**src/gpt_pkg.sv**
```systemverilog
// package: constants, field layouts and types for the pin trigger control
`default_nettype none
package gpt_pkg;
    // register offsets
    localparam logic [7:0] ADDR_CTRL  = 8'h04;
    localparam logic [7:0] ADDR_SETUP = 8'h06;
    localparam logic [7:0] ADDR_SEQ   = 8'h07;
    // field positions
    localparam int DIR_HI   = 7;
    localparam int DIR_LO   = 6;
    localparam int ISEL_HI  = 5;
    localparam int ISEL_LO  = 4;
    localparam int OSEL_HI  = 2;
    localparam int OSEL_LO  = 0;
    localparam int SLOT_HI  = 6;
    localparam int SLOT_LO  = 4;
    localparam int KIND_HI  = 1;
    localparam int KIND_LO  = 0;
    localparam int ENTRY_HI = 6;
    // direction codes
    localparam logic [1:0] DIR_IN  = 2'h0;
    localparam logic [1:0] DIR_RSV = 2'h1;
    localparam logic [1:0] DIR_OD  = 2'h2;
    localparam logic [1:0] DIR_PP  = 2'h3;
    // input function codes
    localparam logic [1:0] ISEL_OFF  = 2'h0;
    localparam logic [1:0] ISEL_CONV = 2'h1;
    localparam logic [1:0] ISEL_SEQ  = 2'h2;
    localparam logic [1:0] ISEL_RSV  = 2'h3;
    // output function codes
    localparam logic [2:0] OSEL_HIZ   = 3'h0;
    localparam logic [2:0] OSEL_IRQ_L = 3'h1;
    localparam logic [2:0] OSEL_IRQ_H = 3'h2;
    localparam logic [2:0] OSEL_LOW   = 3'h3;
    localparam logic [2:0] OSEL_HIGH  = 3'h4;
    localparam logic [2:0] OSEL_LSW   = 3'h5;
    localparam logic [2:0] OSEL_MOD   = 3'h6;
    localparam logic [2:0] OSEL_CLK   = 3'h7;
    // power states
    localparam logic [1:0] PWR_NORMAL = 2'h0;
    // sequencer entry range and reset values
    localparam logic [6:0] SEQ_MIN     = 7'h3a;
    localparam logic [6:0] SEQ_MAX     = 7'h6f;
    localparam logic [7:0] CTRL_RESET  = 8'h00;
    localparam logic [7:0] SETUP_RESET = 8'h00;
    localparam logic [6:0] SEQ_RESET   = 7'h3a;
    // nominal system clock shown on the pin, in hertz
    localparam int SYSCLK_HZ = 2456000;
    // least input pulse, in internal clock periods
    localparam int MIN_PULSE_CLKS = 2;

    typedef struct packed {
        logic [1:0] dir;
        logic [1:0] isel;
        logic       rsv;
        logic [2:0] osel;
    } gpt_ctrl_t;

    typedef struct packed {
        logic       rsv_hi;
        logic [2:0] slot;
        logic [1:0] rsv_mid;
        logic [1:0] kind;
    } gpt_setup_t;

    typedef enum logic [1:0] {ST_IDLE, ST_WAKE, ST_FIRE} gpt_state_t;
endpackage
`default_nettype wire

```
**src/gpt_pin_ctrl.sv**
```systemverilog
// module: pin direction, trigger and output function control
`timescale 1ns/1ps
`default_nettype none
module gpt_pin_ctrl
    import gpt_pkg::*;
(
    // clock and control
    input  wire logic       ref_clk,
    input  wire logic       rst_n,
    input  wire logic       ce,
    // register port
    input  wire logic       reg_wr_en,
    input  wire logic       reg_rd_en,
    input  wire logic [7:0] reg_addr,
    input  wire logic [7:0] reg_wdata,
    output logic      [7:0] reg_rdata,
    // pin
    input  wire logic       gpio_in,
    output logic            gpio_out,
    output logic            gpio_oe,
    // sources shown on the pin
    input  wire logic       irq_level,
    input  wire logic       modulator_active,
    input  wire logic       low_side_switch_on,
    input  wire logic       system_clock_tap,
    // power and start requests
    input  wire logic [1:0] power_state,
    output logic            wake_req,
    output logic            conv_start,
    output logic [1:0]      pin_conversion_kind,
    output logic [2:0]      pin_result_slot,
    output logic            seq_start,
    output logic [6:0]      seq_start_addr
);
    gpt_ctrl_t  ctrl;
    gpt_ctrl_t  next_ctrl;
    gpt_setup_t setup;
    gpt_setup_t next_setup;
    logic [6:0] seq_entry;
    logic [6:0] next_seq_entry;
    logic [7:0] next_rdata;
    gpt_ctrl_t  wr_ctrl;
    logic       wr_ctrl_ok;

    gpt_state_t state;
    gpt_state_t next_state;
    logic       pend_seq;
    logic       next_pend_seq;
    logic       next_wake;
    logic       next_conv;
    logic       next_seq;
    logic [1:0] next_kind;
    logic [2:0] next_slot;
    logic [6:0] next_saddr;
    logic       next_out;
    logic       next_oe;
    logic       lvl;
    logic       od_mode;
    logic       pin_level;
    logic       rise;
    logic       trig_en;
    logic       accept;
    logic       is_normal;

    gpt_edge_sync u_sync (
        .ref_clk (ref_clk),
        .rst_n   (rst_n),
        .ce      (ce),
        .pin_in  (gpio_in),
        .level   (pin_level),
        .rise    (rise)
    );

    // register file
    always_comb begin
        wr_ctrl    = gpt_ctrl_t'(reg_wdata);
        wr_ctrl.rsv = 1'b0;
        wr_ctrl_ok = (wr_ctrl.dir != DIR_RSV)
                     && (wr_ctrl.isel != ISEL_RSV);
        next_ctrl      = ctrl;
        next_setup     = setup;
        next_seq_entry = seq_entry;
        next_rdata     = reg_rdata;
        if (reg_wr_en) begin
            if (reg_addr == ADDR_CTRL && wr_ctrl_ok) begin
                next_ctrl = wr_ctrl;
            end
            if (reg_addr == ADDR_SETUP) begin
                next_setup = gpt_setup_t'(reg_wdata);
                next_setup.rsv_hi  = 1'b0;
                next_setup.rsv_mid = 2'h0;
            end
            if (reg_addr == ADDR_SEQ && reg_wdata[ENTRY_HI:0] >= SEQ_MIN
                && reg_wdata[ENTRY_HI:0] <= SEQ_MAX && !reg_wdata[7]) begin
                next_seq_entry = reg_wdata[ENTRY_HI:0];
            end
        end
        if (reg_rd_en) begin
            case (reg_addr)
                ADDR_CTRL:  next_rdata = ctrl;
                ADDR_SETUP: next_rdata = setup;
                ADDR_SEQ:   next_rdata = {1'b0, seq_entry};
                default:    next_rdata = 8'h00;
            endcase
        end
    end

    always_ff @(posedge ref_clk) begin
        if (!rst_n) begin
            ctrl      <= gpt_ctrl_t'(CTRL_RESET);
            setup     <= gpt_setup_t'(SETUP_RESET);
            seq_entry <= SEQ_RESET;
            reg_rdata <= 8'h00;
        end else if (ce) begin
            ctrl      <= next_ctrl;
            setup     <= next_setup;
            seq_entry <= next_seq_entry;
            reg_rdata <= next_rdata;
        end
    end

    // trigger sequencing and pin drive
    always_comb begin
        is_normal = (power_state == PWR_NORMAL);
        trig_en   = (ctrl.dir == DIR_IN)
                    && (ctrl.isel == ISEL_CONV || ctrl.isel == ISEL_SEQ);
        accept        = (state == ST_IDLE) && rise && trig_en;
        next_state    = state;
        next_pend_seq = pend_seq;
        next_wake     = 1'b0;
        next_conv     = 1'b0;
        next_seq      = 1'b0;
        next_kind     = pin_conversion_kind;
        next_slot     = pin_result_slot;
        next_saddr    = seq_start_addr;
        case (state)
            ST_IDLE: begin
                if (accept) begin
                    next_pend_seq = (ctrl.isel == ISEL_SEQ);
                    if (is_normal) begin
                        next_state = ST_FIRE;
                    end else begin
                        next_wake  = 1'b1;
                        next_state = ST_WAKE;
                    end
                end
            end
            ST_WAKE: begin
                if (is_normal) begin
                    next_state = ST_FIRE;
                end
            end
            ST_FIRE: begin
                next_state = ST_IDLE;
                if (pend_seq) begin
                    next_seq   = 1'b1;
                    next_saddr = seq_entry;
                end else begin
                    next_conv = 1'b1;
                    next_kind = setup.kind;
                    next_slot = setup.slot;
                end
            end
            default: next_state = ST_IDLE;
        endcase
        case (ctrl.osel)
            OSEL_IRQ_L: lvl = ~irq_level;
            OSEL_IRQ_H: lvl = irq_level;
            OSEL_LOW:   lvl = 1'b0;
            OSEL_HIGH:  lvl = 1'b1;
            OSEL_LSW:   lvl = low_side_switch_on;
            OSEL_MOD:   lvl = modulator_active;
            OSEL_CLK:   lvl = system_clock_tap;
            default:    lvl = 1'b0;
        endcase
        od_mode = (ctrl.dir == DIR_OD) || (ctrl.osel == OSEL_LSW);
        if (ctrl.dir == DIR_IN || ctrl.dir == DIR_RSV
            || ctrl.osel == OSEL_HIZ) begin
            next_out = 1'b0;
            next_oe  = 1'b0;
        end else if (od_mode) begin
            next_out = 1'b0;
            next_oe  = ~lvl;
        end else begin
            next_out = lvl;
            next_oe  = 1'b1;
        end
    end

    always_ff @(posedge ref_clk) begin
        if (!rst_n) begin
            state               <= ST_IDLE;
            pend_seq            <= 1'b0;
            wake_req            <= 1'b0;
            conv_start          <= 1'b0;
            seq_start           <= 1'b0;
            pin_conversion_kind <= 2'h0;
            pin_result_slot     <= 3'h0;
            seq_start_addr      <= SEQ_RESET;
            gpio_out            <= 1'b0;
            gpio_oe             <= 1'b0;
        end else if (ce) begin
            state               <= next_state;
            pend_seq            <= next_pend_seq;
            wake_req            <= next_wake;
            conv_start          <= next_conv;
            seq_start           <= next_seq;
            pin_conversion_kind <= next_kind;
            pin_result_slot     <= next_slot;
            seq_start_addr      <= next_saddr;
            gpio_out            <= next_out;
            gpio_oe             <= next_oe;
        end
    end

    property p_resv_kept;
        @(posedge ref_clk) disable iff (!rst_n)
        (ce && reg_wr_en && reg_addr == ADDR_CTRL
         && reg_wdata[DIR_HI:DIR_LO] == DIR_RSV) |=> $stable(ctrl);
    endproperty
    a_resv_kept: assert property (p_resv_kept)
        else $error("reserved direction write changed control");

    property p_seq_range;
        @(posedge ref_clk) disable iff (!rst_n)
        (ce && reg_wr_en && reg_addr == ADDR_SEQ
         && reg_wdata[6:0] > SEQ_MAX) |=> $stable(seq_entry);
    endproperty
    a_seq_range: assert property (p_seq_range)
        else $error("out of range sequence entry was stored");

    property p_od_no_high;
        @(posedge ref_clk) disable iff (!rst_n)
        (gpio_oe && gpio_out && $past(ce))
        |-> ($past(ctrl.dir) == DIR_PP && $past(ctrl.osel) != OSEL_LSW);
    endproperty
    a_od_no_high: assert property (p_od_no_high)
        else $error("pin driven high outside push-pull mode");

    property p_in_no_drive;
        @(posedge ref_clk) disable iff (!rst_n)
        (ce && ctrl.dir == DIR_IN) |=> !gpio_oe;
    endproperty
    a_in_no_drive: assert property (p_in_no_drive)
        else $error("pin driven while in input mode");

    property p_low_const;
        @(posedge ref_clk) disable iff (!rst_n)
        (ce && ctrl.dir == DIR_PP && ctrl.osel == OSEL_LOW)
        |=> (gpio_oe && !gpio_out);
    endproperty
    a_low_const: assert property (p_low_const)
        else $error("constant low output not driven low");

    property p_wake_first;
        @(posedge ref_clk) disable iff (!rst_n)
        (ce && accept && !is_normal)
        |=> (wake_req && !conv_start && !seq_start);
    endproperty
    a_wake_first: assert property (p_wake_first)
        else $error("start issued before wake request");

    property p_fire_normal;
        @(posedge ref_clk) disable iff (!rst_n)
        (ce && accept && is_normal) ##1 ce |=> (conv_start || seq_start);
    endproperty
    a_fire_normal: assert property (p_fire_normal)
        else $error("accepted edge gave no start");

    property p_conv_setup;
        @(posedge ref_clk) disable iff (!rst_n)
        (conv_start && $past(ce))
        |-> (pin_result_slot == $past(setup.slot)
             && pin_conversion_kind == $past(setup.kind));
    endproperty
    a_conv_setup: assert property (p_conv_setup)
        else $error("pin conversion ignored setup register");

    property p_setup_no_start;
        @(posedge ref_clk) disable iff (!rst_n)
        (ce && reg_wr_en && reg_addr == ADDR_SETUP && state == ST_IDLE)
        |=> !conv_start;
    endproperty
    a_setup_no_start: assert property (p_setup_no_start)
        else $error("setup write started a conversion");
endmodule
`default_nettype wire

```
**src/gpt_edge_sync.sv**
```systemverilog
// module: two-stage synchroniser and rising edge detector for the pin
`timescale 1ns/1ps
`default_nettype none
module gpt_edge_sync
    import gpt_pkg::*;
(
    // clock and control
    input  wire logic ref_clk,
    input  wire logic rst_n,
    input  wire logic ce,
    // pin sample and edge
    input  wire logic pin_in,
    output logic      level,
    output logic      rise
);
    logic s1;
    logic s2;
    logic s3;
    logic next_s1;
    logic next_s2;
    logic next_s3;

    always_comb begin
        next_s1 = pin_in;
        next_s2 = s1;
        next_s3 = s2;
    end

    // pulses shorter than two clocks may be missed
    always_ff @(posedge ref_clk) begin
        if (!rst_n) begin
            s1 <= 1'b0;
            s2 <= 1'b0;
            s3 <= 1'b0;
        end else if (ce) begin
            s1 <= next_s1;
            s2 <= next_s2;
            s3 <= next_s3;
        end
    end

    assign level = s2;
    assign rise  = s2 & ~s3;
endmodule
`default_nettype wire

```
**config.mk**
```make
export PLATFORM = sky130hd
export DESIGN_NAME = gpt_pin_ctrl
export DESIGN_NICKNAME = d
export VERILOG_FILES = /design/src/gpt_pkg.sv /design/src/gpt_pin_ctrl.sv /design/src/gpt_edge_sync.sv
export SDC_FILE = /design/constraint.sdc
export NUM_CORES = 1
export LEC_CHECK = 0
export BUFFER_PORTS_ARGS = -buffer_cell sky130_fd_sc_hd__clkbuf_2
export CORE_ASPECT_RATIO = 1.2
export CORE_MARGIN = 2
export CORE_UTILIZATION = 45
export DETAILED_ROUTE_END_ITERATION = 16
export PLACE_DENSITY_LB_ADDON = 0.15
export SYNTH_ARGS = -nofsm -noshare
export SYNTH_HDL_FRONTEND = slang
export SYNTH_SLANG_ARGS = --single-unit
```
**constraint.sdc**
```tcl
create_clock -name ref_clk -period 2.4 [get_ports ref_clk]
set_input_delay 0.12 -clock ref_clk [delete_from_list [all_inputs] [get_ports ref_clk]]
set_output_delay 0.12 -clock ref_clk [all_outputs]
set_load 0.005 [all_outputs]
```
# Yosys cells after proc, flatten, opt, wreduce, memory -nomap -nowiden
# Cells that the tools add are included.
# Widths: inputs -> output; s select.
# totals
reg_bits,50
latch_bits,0
mem_bits_rw,0
rom_bits,0
input_bits,28
word_cells,88
mem_count,0
# classes
add_sub_neg,0
mul,0
div,0
magnitude_cmp,2
eq_ne,19
shift,0
mux,17
bitwise_logic,5
reduce_logical,25
# op_table
cell,count
$eq 8x3->1 const B,3
$pmux 8 s3,1
$reduce_and 3->1,7
$eq 3x3->1 const B,4
$mux 1,11
$logic_and 1x1->1,8
$ge 7x6->1 const B,1
$le 7x7->1 const B,1
$eq 2x1->1 const B,3
$eq 2x2->1 const B,3
$logic_not 2->1,3
$mux 2,3
$ne 2x2->1 const B,3
$pmux 1 s6,1
$logic_or 1x1->1,4
$not 1->1,4
$pmux 2 s2,1
$eq 3x1->1 const B,1
$eq 3x2->1 const B,1
$logic_not 3->1,1
$ne 2x1->1 const B,1
$reduce_and 2->1,1
$and 1x1->1,1
$logic_not 1->1,1

# Longest topological paths before layout
# Gate-level depths: netlist (run 1).
# logic_depth
ltp_word,6
depth_mapped,6
mapped_depth_nobuf,6

# Cells and area by module
# From an unflattened synthesis (run 1), not the netlist that was laid out.
# hier_totals
hier_cells,248
area_unflattened_um2,2232.1
# by_module_without_submodules
mod,n_inst,cells_per_inst,area_per_inst_um2,seq_area_each_um2
gpt_pin_ctrl,1,238,2117.0,940.9
gpt_edge_sync,1,10,115.1,60.1

# Worst setup path after synthesis (run 1)
# Ideal clock, no wire load.
# synth_timing
kind,input to register
start,in reg_addr[5]
end,reg ctrl[0] in the netlist's numbering
setup_ns,0.116
arrival_ns,1.651
t_required_ns,2.284
path_slack_ns,0.633
stages,5
cell_sequence,or4_4 > buf_6 > a2111oi_4 > mux2i_1 > nor2b_1
# synth_via
elab_chain_len,3
# synth_rtl
item,line,rtl
"start, declared",gpt_pin_ctrl.sv:14,"input wire logic [7:0] reg_addr,"
$eq 8x3->1,gpt_pin_ctrl.sv:85,if (reg_addr == ADDR_CTRL && wr_ctrl_ok) begin
$logic_and 1x1->1,gpt_pin_ctrl.sv:85,
$reduce_and 3->1 (no line),--,
"end signal, assigned",gpt_pin_ctrl.sv:110,ctrl <= gpt_ctrl_t'(CTRL_RESET);
"end signal, assigned",gpt_pin_ctrl.sv:115,ctrl <= next_ctrl;
"end, declared",gpt_pin_ctrl.sv:35,gpt_ctrl_t ctrl;
# Every way passes these cells.
# A chain may end at the register's enable or synchronous reset.

# Worst setup path in the final report (run 1)
# layout_timing
start,reg ctrl[1] in the netlist's numbering
end,reg gpio_out
# layout_via
elab_chain_len,4
elab_cells_between_ends,12
cone_classes,6 x eq/ne; 3 x mux; 3 x reduce/logical
# layout_rtl
item,line,rtl
$eq 3x3->1 (tied with other cells),gpt_pin_ctrl.sv:166,case (ctrl.osel)
$pmux 1 s6 or $logic_or 1x1->1 (tied branches),"gpt_pin_ctrl.sv:166, gpt_pin_ctrl.sv:176",
$mux 1,gpt_pin_ctrl.sv:181,end else if (od_mode) begin
$mux 1 (*),gpt_pin_ctrl.sv:177,if (ctrl.dir == DIR_IN || ctrl.dir == DIR_RSV
"end signal, assigned",gpt_pin_ctrl.sv:211,gpio_out <= next_out;
"end, declared",gpt_pin_ctrl.sv:19,"output logic gpio_out,"
# Every way passes the cells marked *; elsewhere a longest branch is shown, timed or not.

==> metrics.cfg, run 1 <==
[sta]
finClkSkew_ns = 0.00515
rsz0062_at_grt = no
setup_ws_ns = 0.766
finalSetupViolCount = 0
drv_slew = 0
max_freq_ghz = 0.612
hold_viol = 0
finalCritPeriodShare_pct = 68.1
period_needed_ns = 1.63
relSlewSlack_pct = 42.0
setup_tns_ns = 0
worstMarginPinSlew_ns = 0.870
whs_ns = 0.0824

[synth]
syn_nets = 269
yosysTopAreaCell = dfxtp_1
synth_top_cell_area_share_pct = 42.9
synthArstFlopShare_pct = 0
synth_area_leaders = dfxtp_1, mux2i_1, nor2b_1, nand2_1, o2bb2ai_1
yosys_warnings = 0
ys_ff_latch = 50
avgSynthCellArea_um2 = 9.72
netlist_area_um2 = 2330
yosysUniqueCellTypes = 44
synth_edf_count = 0
netlist_instances = 240
synth_seq_area_share_pct = 42.9
synth-main-ff-cell = dfxtp_1

[clock_tree]
cts_tree = built
cts-resized-gates = 0
cts.path.max_buffers = 2
insertion_delay_ns = 0.30
cts_hold_buf = 0
cts.reportedPaths.clkPinSlew_ns = 0.09
htreeDepth = 2
cts_sinks = 50
cts_buffers = 5
post_cts_buffers = 0
root_buffer = clkbuf_8

[setup_path]
cp-start-kind = flop
reg2reg_to = gpio_out$_SDFFE_PN0P_
r2r-start = ctrl[1]$_SDFFE_PN0P_
cp.depth = 4
crit_type = reg2reg
crit_chain = or2_2 -> mux4_2 -> o32ai_1 -> and2_1
cp_data_required_time_ns = 2.65
arrival_ns = 1.88
r2r_slack_ns = 0.77
cp_top_family = multiplexers
cp-end-kind = flop
critPathSlowestCell = mux4_2
max_stage_delay_ns = 0.46
cp_max_fo = 8
r2r_cells = 4
path_buf_inv = 0

[die]
die-area_um2 = 5780
die_h_um = 82.9
fp.dieW_um = 69.7
initial_core_util_pct = 46.9
core.rowCount = 28
ios = 53
coreArea_um2 = 4970

[min_path]
hold_path.class = in2reg
hp-start = gpio_in
min_path_cells = 3
min_to = u_sync.next_s2$_SDFFE_PN0P_

[global_route]
antenna_found_initial = 0
grt_max_degree = 54
grt_pass1_wl_um = 8650
gr-total-overflow = 0
track_usage_pct = 18.6
grt_pass1_vias = 1754

[job]
cap_violations = 0

[finish]
antennaDiodeCount = 0
layout.nets = 312
drive_above_1_share_pct = 22.9
utilization_pct = 54.1
nFillCells = 489
areaGrowthSynthToFinish_pct = 15.3

[drt]
vias = 1844
first_iter_violations = 75
drt-total-wl_um = 5180
wl_per_cell_um = 15.0
viasPerCell = 5.36
route.detailed.drc = 0
drtAntennaViolNets = 0
dr.pass1.iters = 4

[power_and_ir_drop]
p_per_area_nw_per_um2 = 532
power_uw = 1430
p_leak_uw = 0.00107
ir_drop_mv = 0.275

[outcome]
status = complete, no violations

[placement]
place_ws_ns = 0.439
post-dp-hpwl_um = 3710
place_congestion = 0.869
portBuffers = 52

worst max-delay path by stage:
stage | end | slack [ns] | from
2_1_floorplan | ctrl[0]$_SDFFE_PN0P_ | 0.63 | reg_addr[5]
3_3_place_gp | ctrl[0]$_SDFFE_PN0P_ | 0.48 | reg_addr[5]
3_5_place_dp | ctrl[2]$_SDFFE_PN0P_ | 0.44 | reg_addr[5]
4_1_cts | gpio_out$_SDFFE_PN0P_ | 0.75 | ctrl[1]$_SDFFE_PN0P_
5_1_grt | state[1]$_SDFFE_PN0P_ | 0.58 | ctrl[4]$_SDFFE_PN0P_
6_report | gpio_out$_SDFFE_PN0P_ | 0.77 | ctrl[1]$_SDFFE_PN0P_
state kept, by name, summed over array words and instances (netlist names):
signal / flops
reg_rdata: 8
ctrl: 7
seq_entry: 7
seq_start_addr: 7
setup: 5
pin_result_slot: 3
pin_conversion_kind: 2
state: 2
conv_start: 1
gpio_oe: 1
gpio_out: 1
pend_seq: 1
seq_start: 1
u_sync.level: 1
u_sync.next_s2: 1
u_sync.s3: 1
wake_req: 1
synth_stat cells (3+ instances only):
cell       instances
nor2b_1           34
o2bb2ai_1          6
nor4_1             3
mux2i_1           37
nand2_1           20
nor3_1             3
nand2b_1           3
and2_1             6
a22oi_1            5
nor2_1             5
o21ai_0            5
nand3_1            4
dfxtp_1           50
a31oi_1            4
a21boi_0           4
inv_1              7
clkbuf_1          13
report_power, final:
| group | internal (µW) | total [µW] | switching [µW] |
|---|---|---|---|
| registers | 831 | 832 | 1.15 |
| logic | 40.8 | 102 | 61.4 |
| clock network | 233 | 499 | 266 |
| total | 1100 | 1430 | 329 |
worst register-to-register path, stage by stage, from the launching register on:
cell     delay [ns]
dfxtp_1        0.40
or2_2          0.32
mux4_2         0.46
o32ai_1        0.26
and2_1         0.15
layout by cell type, fill, tap and decap left out, types with 2 or more instances in the layout:
master | synthesis | layout
a22oi_1 | 5 | 5
o2bb2ai_1 | 6 | 6
nor4_1 | 3 | 3
o21ai_0 | 5 | 5
inv_1 | 7 | 7
dfxtp_1 | 50 | 50
and2_1 | 6 | 6
nand4_1 | 2 | 2
a21boi_0 | 4 | 4
a31oi_1 | 4 | 4
clkbuf_8 | 0 | 6
clkbuf_2 | 0 | 52
nand3_1 | 4 | 4
o311ai_0 | 2 | 2
nor3_1 | 3 | 3
nand2b_1 | 3 | 3
o21a_1 | 2 | 2
nor2b_1 | 34 | 34
o22ai_1 | 2 | 2
mux2i_1 | 37 | 37
nor2_1 | 5 | 5
nand2_1 | 20 | 20
stage by stage:
step                cell area, µm²  cells
finish                        2690    344
global route                  2690    344
CTS                           2690    344
detailed placement            2600    336
global placement              2600    336
floorplan                     2330    240
kinds of logic (layout without fill, tap and decap cells):
logic type	Yosys count	after routing	synth area share [%]
compound gates	39	39	13.6
fa+ha+maj	1	1	0.536
buf+inv	23	67	4.08
flops	50	50	42.9
mux	38	38	16.8
simple gates	89	89	22.0
final cells by class:
class	count	area, µm²	share of cell area (%)
Multi-Input combinational cell	167	1240	46.0
Sequential cell	50	1000	37.2
Timing Repair Buffer	52	260	9.67
Clock buffer	7	86.3	3.21
Tap cell	60	75.1	2.79
Inverter	7	26.3	0.976
Clock inverter	1	5.00	0.186
metal layers:
metal	up-vias	routed length (µm)	track usage [%]	share of wire, %
li1	937	-	-	-
met1	856	2430	25.3	47
met2	45	2450	29.3	47
met3	6	223	4.13	4.3
met4	0	68	5.77	1.3
met5	-	0	0	0
Power figures use the tool's default switching activity.
==> run 2, diff against run 1 <==
==> constraint.sdc (replaced) <==
create_clock -name ref_clk -period 1.35 [get_ports ref_clk]
set_input_delay 0.0675 -clock ref_clk [delete_from_list [all_inputs] [get_ports ref_clk]]
set_output_delay 0.0675 -clock ref_clk [all_outputs]
set_load 0.005 [all_outputs]
==> run 2 against run 1 <==
The run now ends with negative setup slack left. Clock skew is 0.0023 ns lower. Routed wire length is 5.9% higher. Power up 81%. Cell area increased by 12%. Fmax is 13% higher. Critical endpoint unchanged. Largest cell class unchanged. Largest power group unchanged. Highest routed layer unchanged.
==> metrics.cfg, run 2 (synthesized netlist as in run 1, its figures left out) <==
[outcome]
status = finished, violations left
violations = negative setup slack

[setup_path]
crit_chain = or2_4 -> mux4_2 -> o32ai_2 -> and2_1
cp.depth = 4  ; unchanged
cp-start-kind = flop
cp_top_family = multiplexers
r2r_cells = 4  ; unchanged
max_stage_delay_ns = 0.47  ; about the same
path_buf_inv = 0  ; unchanged
cp_data_required_time_ns = 1.59  ; -1.06 ns
arrival_ns = 1.69  ; -0.19 ns
crit_type = reg2reg
cp-end-kind = flop
critPathSlowestCell = mux4_2
cp_max_fo = 5  ; -3

[clock_tree]
cts_buffers = 5  ; unchanged
htreeDepth = 2  ; unchanged
cts.path.max_buffers = 2  ; unchanged
root_buffer = clkbuf_8
cts_sinks = 50  ; unchanged
cts_hold_buf = 0  ; unchanged
post_cts_buffers = 0  ; unchanged
cts.reportedPaths.clkPinSlew_ns = 0.09  ; about the same
insertion_delay_ns = 0.29  ; about the same
cts_tree = built

[sta]
setup_ws_ns = -0.0945  ; -0.861 ns
finClkSkew_ns = 0.00283  ; -0.00231 ns
finalSetupViolCount = 3  ; +3
relSlewSlack_pct = 71.9  ; +30 points
finalCritPeriodShare_pct = 107  ; +39 points
rsz0062_at_grt = yes
hold_viol = 0  ; unchanged
worstMarginPinSlew_ns = 0.419  ; -0.451 ns
drv_slew = 0  ; unchanged
period_needed_ns = 1.44  ; -0.189 ns
max_freq_ghz = 0.692  ; +13%

[finish]
layout.nets = 346  ; +11%
final-seq-area_um2 = 1000  ; +0.37%
most-common-layout-cells = clkbuf_2, dfxtp_1, mux2i_1
largest_reg_flops = 8  ; unchanged
nFillCells = 474  ; -3.1%
drive_above_1_share_pct = 34.6  ; +12 points
antennaDiodeCount = 0  ; unchanged
final_area_um2 = 3020  ; +12%
areaGrowthSynthToFinish_pct = 29.3
largest_register = reg_rdata
final_common_cell = clkbuf_2
multi_input_area_um2 = 1300  ; +4.9%

[job]
cap_violations = 0  ; unchanged

[drt]
dr.pass1.iters = 4  ; unchanged
wl_per_cell_um = 14.5  ; -3.6%
vias = 1949  ; +5.7%
first_iter_violations = 69  ; -8.0%
drt-total-wl_um = 5480  ; +5.9%
viasPerCell = 5.16  ; -3.8%
route.detailed.drc = 0  ; unchanged
drtAntennaViolNets = 0  ; unchanged

[power_and_ir_drop]
p_leak_uw = 0.00125  ; +17%
ir_drop_mv = 0.506  ; +84%
p_per_area_nw_per_um2 = 861  ; +62%
power_uw = 2600  ; +81%

[placement]
place_congestion = 0.913  ; +5.0%
placed_cell_area_um2 = 2870  ; +11%
post-dp-hpwl_um = 4200  ; +13%
portBuffers = 52  ; unchanged

[global_route]
antenna_found_initial = 0  ; unchanged
grt_max_degree = 35  ; -35%
grt_pass1_wl_um = 9180  ; +6.2%
gr-total-overflow = 0  ; unchanged
track_usage_pct = 19.7  ; +1.1 points
grt_pass1_vias = 1928  ; +9.9%

[die]
coreArea_um2 = 4970  ; unchanged
initial_core_util_pct = 46.9  ; unchanged
fp.dieW_um = 69.7  ; unchanged
ios = 53  ; unchanged
die_h_um = 82.9  ; unchanged
core.rowCount = 28  ; unchanged
die-area_um2 = 5780  ; unchanged

[min_path]
min_path_cells = 3  ; unchanged
hold_path.class = in2reg

[run 2: changes by cell type in the layout (fill, tap and decap cells not counted), moves of 2 or more]
cell | previous run | this run
buf_4 | 0 | 32
buf_6 | 0 | 2
dfxtp_1 | 50 | 47
dfxtp_2 | 0 | 3
[run 2: worst paths after layout]
kind | slack (ns) | from | to
setup / recovery | -0.09 | ctrl[1]$_SDFFE_PN0P_ | gpio_out$_SDFFE_PN0P_
hold reg to reg | 0.47 | reg_rdata[2]$_SDFFE_PN0P_ | reg_rdata[2]$_SDFFE_PN0P_
setup reg to reg | -0.09 | ctrl[1]$_SDFFE_PN0P_ | gpio_out$_SDFFE_PN0P_
hold / removal | 0.03 | gpio_in | u_sync.next_s2$_SDFFE_PN0P_
[run 2: repair_timing]
action                                  4_1_cts  5_1_grt
resized for setup                             2       10
endpoints found under the setup margin        6       13
pin swaps                                     0        7
[run 2: routing by layer]
metal | track usage [%] | vias up | part of all wire [%]
li1 | - | 1005 | -
met1 | 26.2 | 901 | 47
met2 | 32.8 | 38 | 48
met3 | 4.00 | 5 | 3.8
met4 | 4.55 | 0 | 1.0
met5 | 0 | - | 0
[run 2: layout make-up]
type                       count  area share, %
clock buffer                   7           2.86
sequential                    50           33.3
clock inverter                 1          0.166
timing repair buffer          86           17.3
tap                           60           2.49
multi-input combinational    167           43.0
inverter                       7          0.871
[run 2: per-stage QoR]
step                      setup TNS, ns  hold WS (ns)  utilization (%)  setup slack (ns)  cells
after CTS                        -0.318        0.0306             59.8            -0.149    378
after global routing             -0.419        0.0647             60.7            -0.163    378
final                            -0.159        0.0312             60.7           -0.0945    378
after detailed placement          -4.78         0.355             57.8            -0.293    370
after floorplan                   -4.07         0.206                -            -0.320    240
after global placement            -4.35         0.326             57.8            -0.270    370
[run 2: where the power goes]
group | switching (µW) | internal [µW] | total, µW
Combinational | 120 | 114 | 234
Clock | 470 | 414 | 884
Sequential | 2.22 | 1480 | 1480
[run 2: worst min-delay path, cell delays in order]
cell,delay [ns]
clkbuf_2,0.08
mux2i_1,0.05
nor2b_1,0.09
==> run 3, diff against run 2 <==
==> constraint.sdc (replaced) <==
create_clock -name ref_clk -period 1.5 [get_ports ref_clk]
set_input_delay 0.075 -clock ref_clk [delete_from_list [all_inputs] [get_ports ref_clk]]
set_output_delay 0.075 -clock ref_clk [all_outputs]
set_load 0.005 [all_outputs]
==> run 3 against run 2 <==
The flow still finishes with violations (negative setup slack). Non-clock buffer count down 3. Critical path depth unchanged. Die area unchanged. Clock power up 4.9%. Sequential cell count unchanged. First-iteration DRC count up 81%. Worst setup slack better by 0.086 ns. Sequential share of layout area up 0.055 points. Combinational power down 9.8%. Via count up 0.97%. Sequential power down 10%. Count of clock-buffer cells in the layout down 2. Highest routed layer unchanged.
==> metrics.cfg, run 3 (synthesized netlist as in run 1, its figures left out) <==
[setup_path]
crit_type = reg2reg
cp_max_fo = 5  ; unchanged
crit_chain = or2_4 -> mux4_2 -> o32ai_2 -> and2_1
max_stage_delay_ns = 0.47  ; about the same
cp-start-kind = flop
path_buf_inv = 0  ; unchanged
critPathSlowestCell = mux4_2
crit_path_start = ctrl[1]$_SDFFE_PN0P_
r2r_slack_ns = -0.009  ; +0.09 ns
reg2reg_to = gpio_out$_SDFFE_PN0P_
cp_data_required_time_ns = 1.75  ; +0.16 ns
r2r_cells = 4  ; unchanged
arrival_ns = 1.76  ; +0.07 ns
cp_top_family = multiplexers
cp-end-kind = flop
r2r-start = ctrl[1]$_SDFFE_PN0P_

[clock_tree]
cts_tree = built
cts_hold_buf = 0  ; unchanged
cts.path.max_buffers = 2  ; unchanged
root_buffer = clkbuf_8
cts_buffers = 5  ; unchanged
insertion_delay_ns = 0.31  ; +0.02 ns
cts.reportedPaths.clkPinSlew_ns = 0.09  ; about the same
cts_sinks = 50  ; unchanged
htreeDepth = 2  ; unchanged

[placement]
place_ws_ns = -0.151  ; +0.142 ns
portBuffers = 52  ; unchanged
place_congestion = 0.935  ; +2.5%
post-dp-hpwl_um = 4190  ; -0.12%

[finish]
multi_input_area_um2 = 1280  ; -1.6%
antennaDiodeCount = 0  ; unchanged
layout.nets = 343  ; -0.87%
nFillCells = 453  ; -4.4%
most-common-layout-cells = clkbuf_2, dfxtp_1, mux2i_1
areaGrowthSynthToFinish_pct = 28.8
utilization_pct = 60.4  ; -0.25 points
largest_register = reg_rdata
final_common_cell = clkbuf_2
final-seq-area_um2 = 1000  ; -0.25%
drive_above_1_share_pct = 32.2  ; -2.4 points
largest_reg_flops = 8  ; unchanged

[die]
initial_core_util_pct = 46.9  ; unchanged
fp.dieW_um = 69.7  ; unchanged
ios = 53  ; unchanged
core.rowCount = 28  ; unchanged
die-area_um2 = 5780  ; unchanged
die_h_um = 82.9  ; unchanged
coreArea_um2 = 4970  ; unchanged

[drt]
drt-total-wl_um = 5490  ; +0.26%
dr.pass1.iters = 5  ; +1
drtAntennaViolNets = 0  ; unchanged
first_iter_violations = 125  ; +81%
wl_per_cell_um = 14.7  ; +1.3%
vias = 1968  ; +0.97%
route.detailed.drc = 0  ; unchanged
viasPerCell = 5.26  ; +2.1%

[sta]
setup_ws_ns = -0.00896  ; +0.0855 ns
period_needed_ns = 1.51  ; +0.0645 ns
finalSetupViolCount = 1  ; -2
max_freq_ghz = 0.663  ; -4.3%
whs_ns = 0.0302  ; -0.000978 ns
finClkSkew_ns = 0.0105  ; +0.00769 ns
relSlewSlack_pct = 60.3  ; -12 points
hold_viol = 0  ; unchanged
rsz0062_at_grt = yes
finalCritPeriodShare_pct = 101  ; -6.4 points
worstMarginPinSlew_ns = 0.588  ; +0.169 ns
drv_slew = 0  ; unchanged

[outcome]
status = finished, violations left
violations = negative setup slack

[global_route]
antenna_found_initial = 0  ; unchanged
grt_max_degree = 39  ; +11%
gr-total-overflow = 0  ; unchanged
track_usage_pct = 19.6  ; -0.036 points
grt_pass1_vias = 1861  ; -3.5%
grt_pass1_wl_um = 9120  ; -0.61%

[job]
cap_violations = 0  ; unchanged

[power_and_ir_drop]
p_leak_uw = 0.00124  ; -0.84%
ir_drop_mv = 0.520  ; +2.8%
p_per_area_nw_per_um2 = 822  ; -4.5%
power_uw = 2470  ; -4.9%

[min_path]
hold_path.class = in2reg
min_to = seq_entry[0]$_SDFFE_PN0P_
hp-start = reg_wdata[0]
min_path_cells = 3  ; unchanged

run 3: cell types whose count changed in the layout (fill, tap and decap cells not counted), sizes merged:
cell / change
buf: -3
clkbuf: -2
bufinv: +1
run 3: where the power goes:
part           internal [µW]  leakage, µW  switching, µW
logic                    102     0.000784            109
clock network            491    0.0000542            436
registers               1330     0.000404           1.71
total                   1920      0.00124            547
run 3: worst register-to-register path, cell delays in order, from the launching register on:
cell,delay (ns)
dfxtp_2,0.35
or2_4,0.22
mux4_2,0.47
o32ai_2,0.25
and2_1,0.16
run 3: layer usage:
metal / share of wire (%) / global-route usage (%) / routed length (µm)
met1: 47 / 26.6 / 2600
met2: 48 / 32.7 / 2610
met3: 4.5 / 4.00 / 246
met4: 0.67 / 3.67 / 37
met5: 0 / 0 / 0
run 3: worst max path at each step:
stage | endpoint | slack [ns] | depth (start not counted)
final | gpio_out$_SDFFE_PN0P_ | -0.009 | 4
after global routing | gpio_out$_SDFFE_PN0P_ | -0.04 | 4
after CTS | gpio_out$_SDFFE_PN0P_ | 0.004 | 4
after detailed placement | ctrl[1]$_SDFFE_PN0P_ | -0.15 | 6
after global placement | ctrl[1]$_SDFFE_PN0P_ | -0.13 | 6
after floorplan | ctrl[0]$_SDFFE_PN0P_ | -0.18 | 5
run 3: cell type report:
class	instances	share of cell area, %
multi-input combinational	167	42.5
sequential	50	33.3
timing repair buffer	83	17.2
tap	60	2.50
clock buffer	5	2.29
clock inverter	2	1.29
inverter	7	0.874
run 3: through the flow:
| step | area (µm²) | std cells | TNS [ns] |
|---|---|---|---|
| 2_1_floorplan | 2360 | 240 | -1.26 |
| 3_3_place_gp | 2870 | 367 | -1.43 |
| 3_5_place_dp | 2870 | 367 | -1.62 |
| 4_1_cts | 2990 | 374 | 0 |
| 5_1_grt | 3010 | 374 | -0.0468 |
| 6_report | 3010 | 374 | -0.00896 |
run 3: what timing repair did:
| action | in CTS | in global routing |
|---|---|---|
| pin swaps | 0 | 0 |
| gates resized for setup | 4 | 2 |
| buffers inserted | 0 | 0 |
| setup endpoints to repair | 2 | 2 |
| cloned | 0 | 0 |
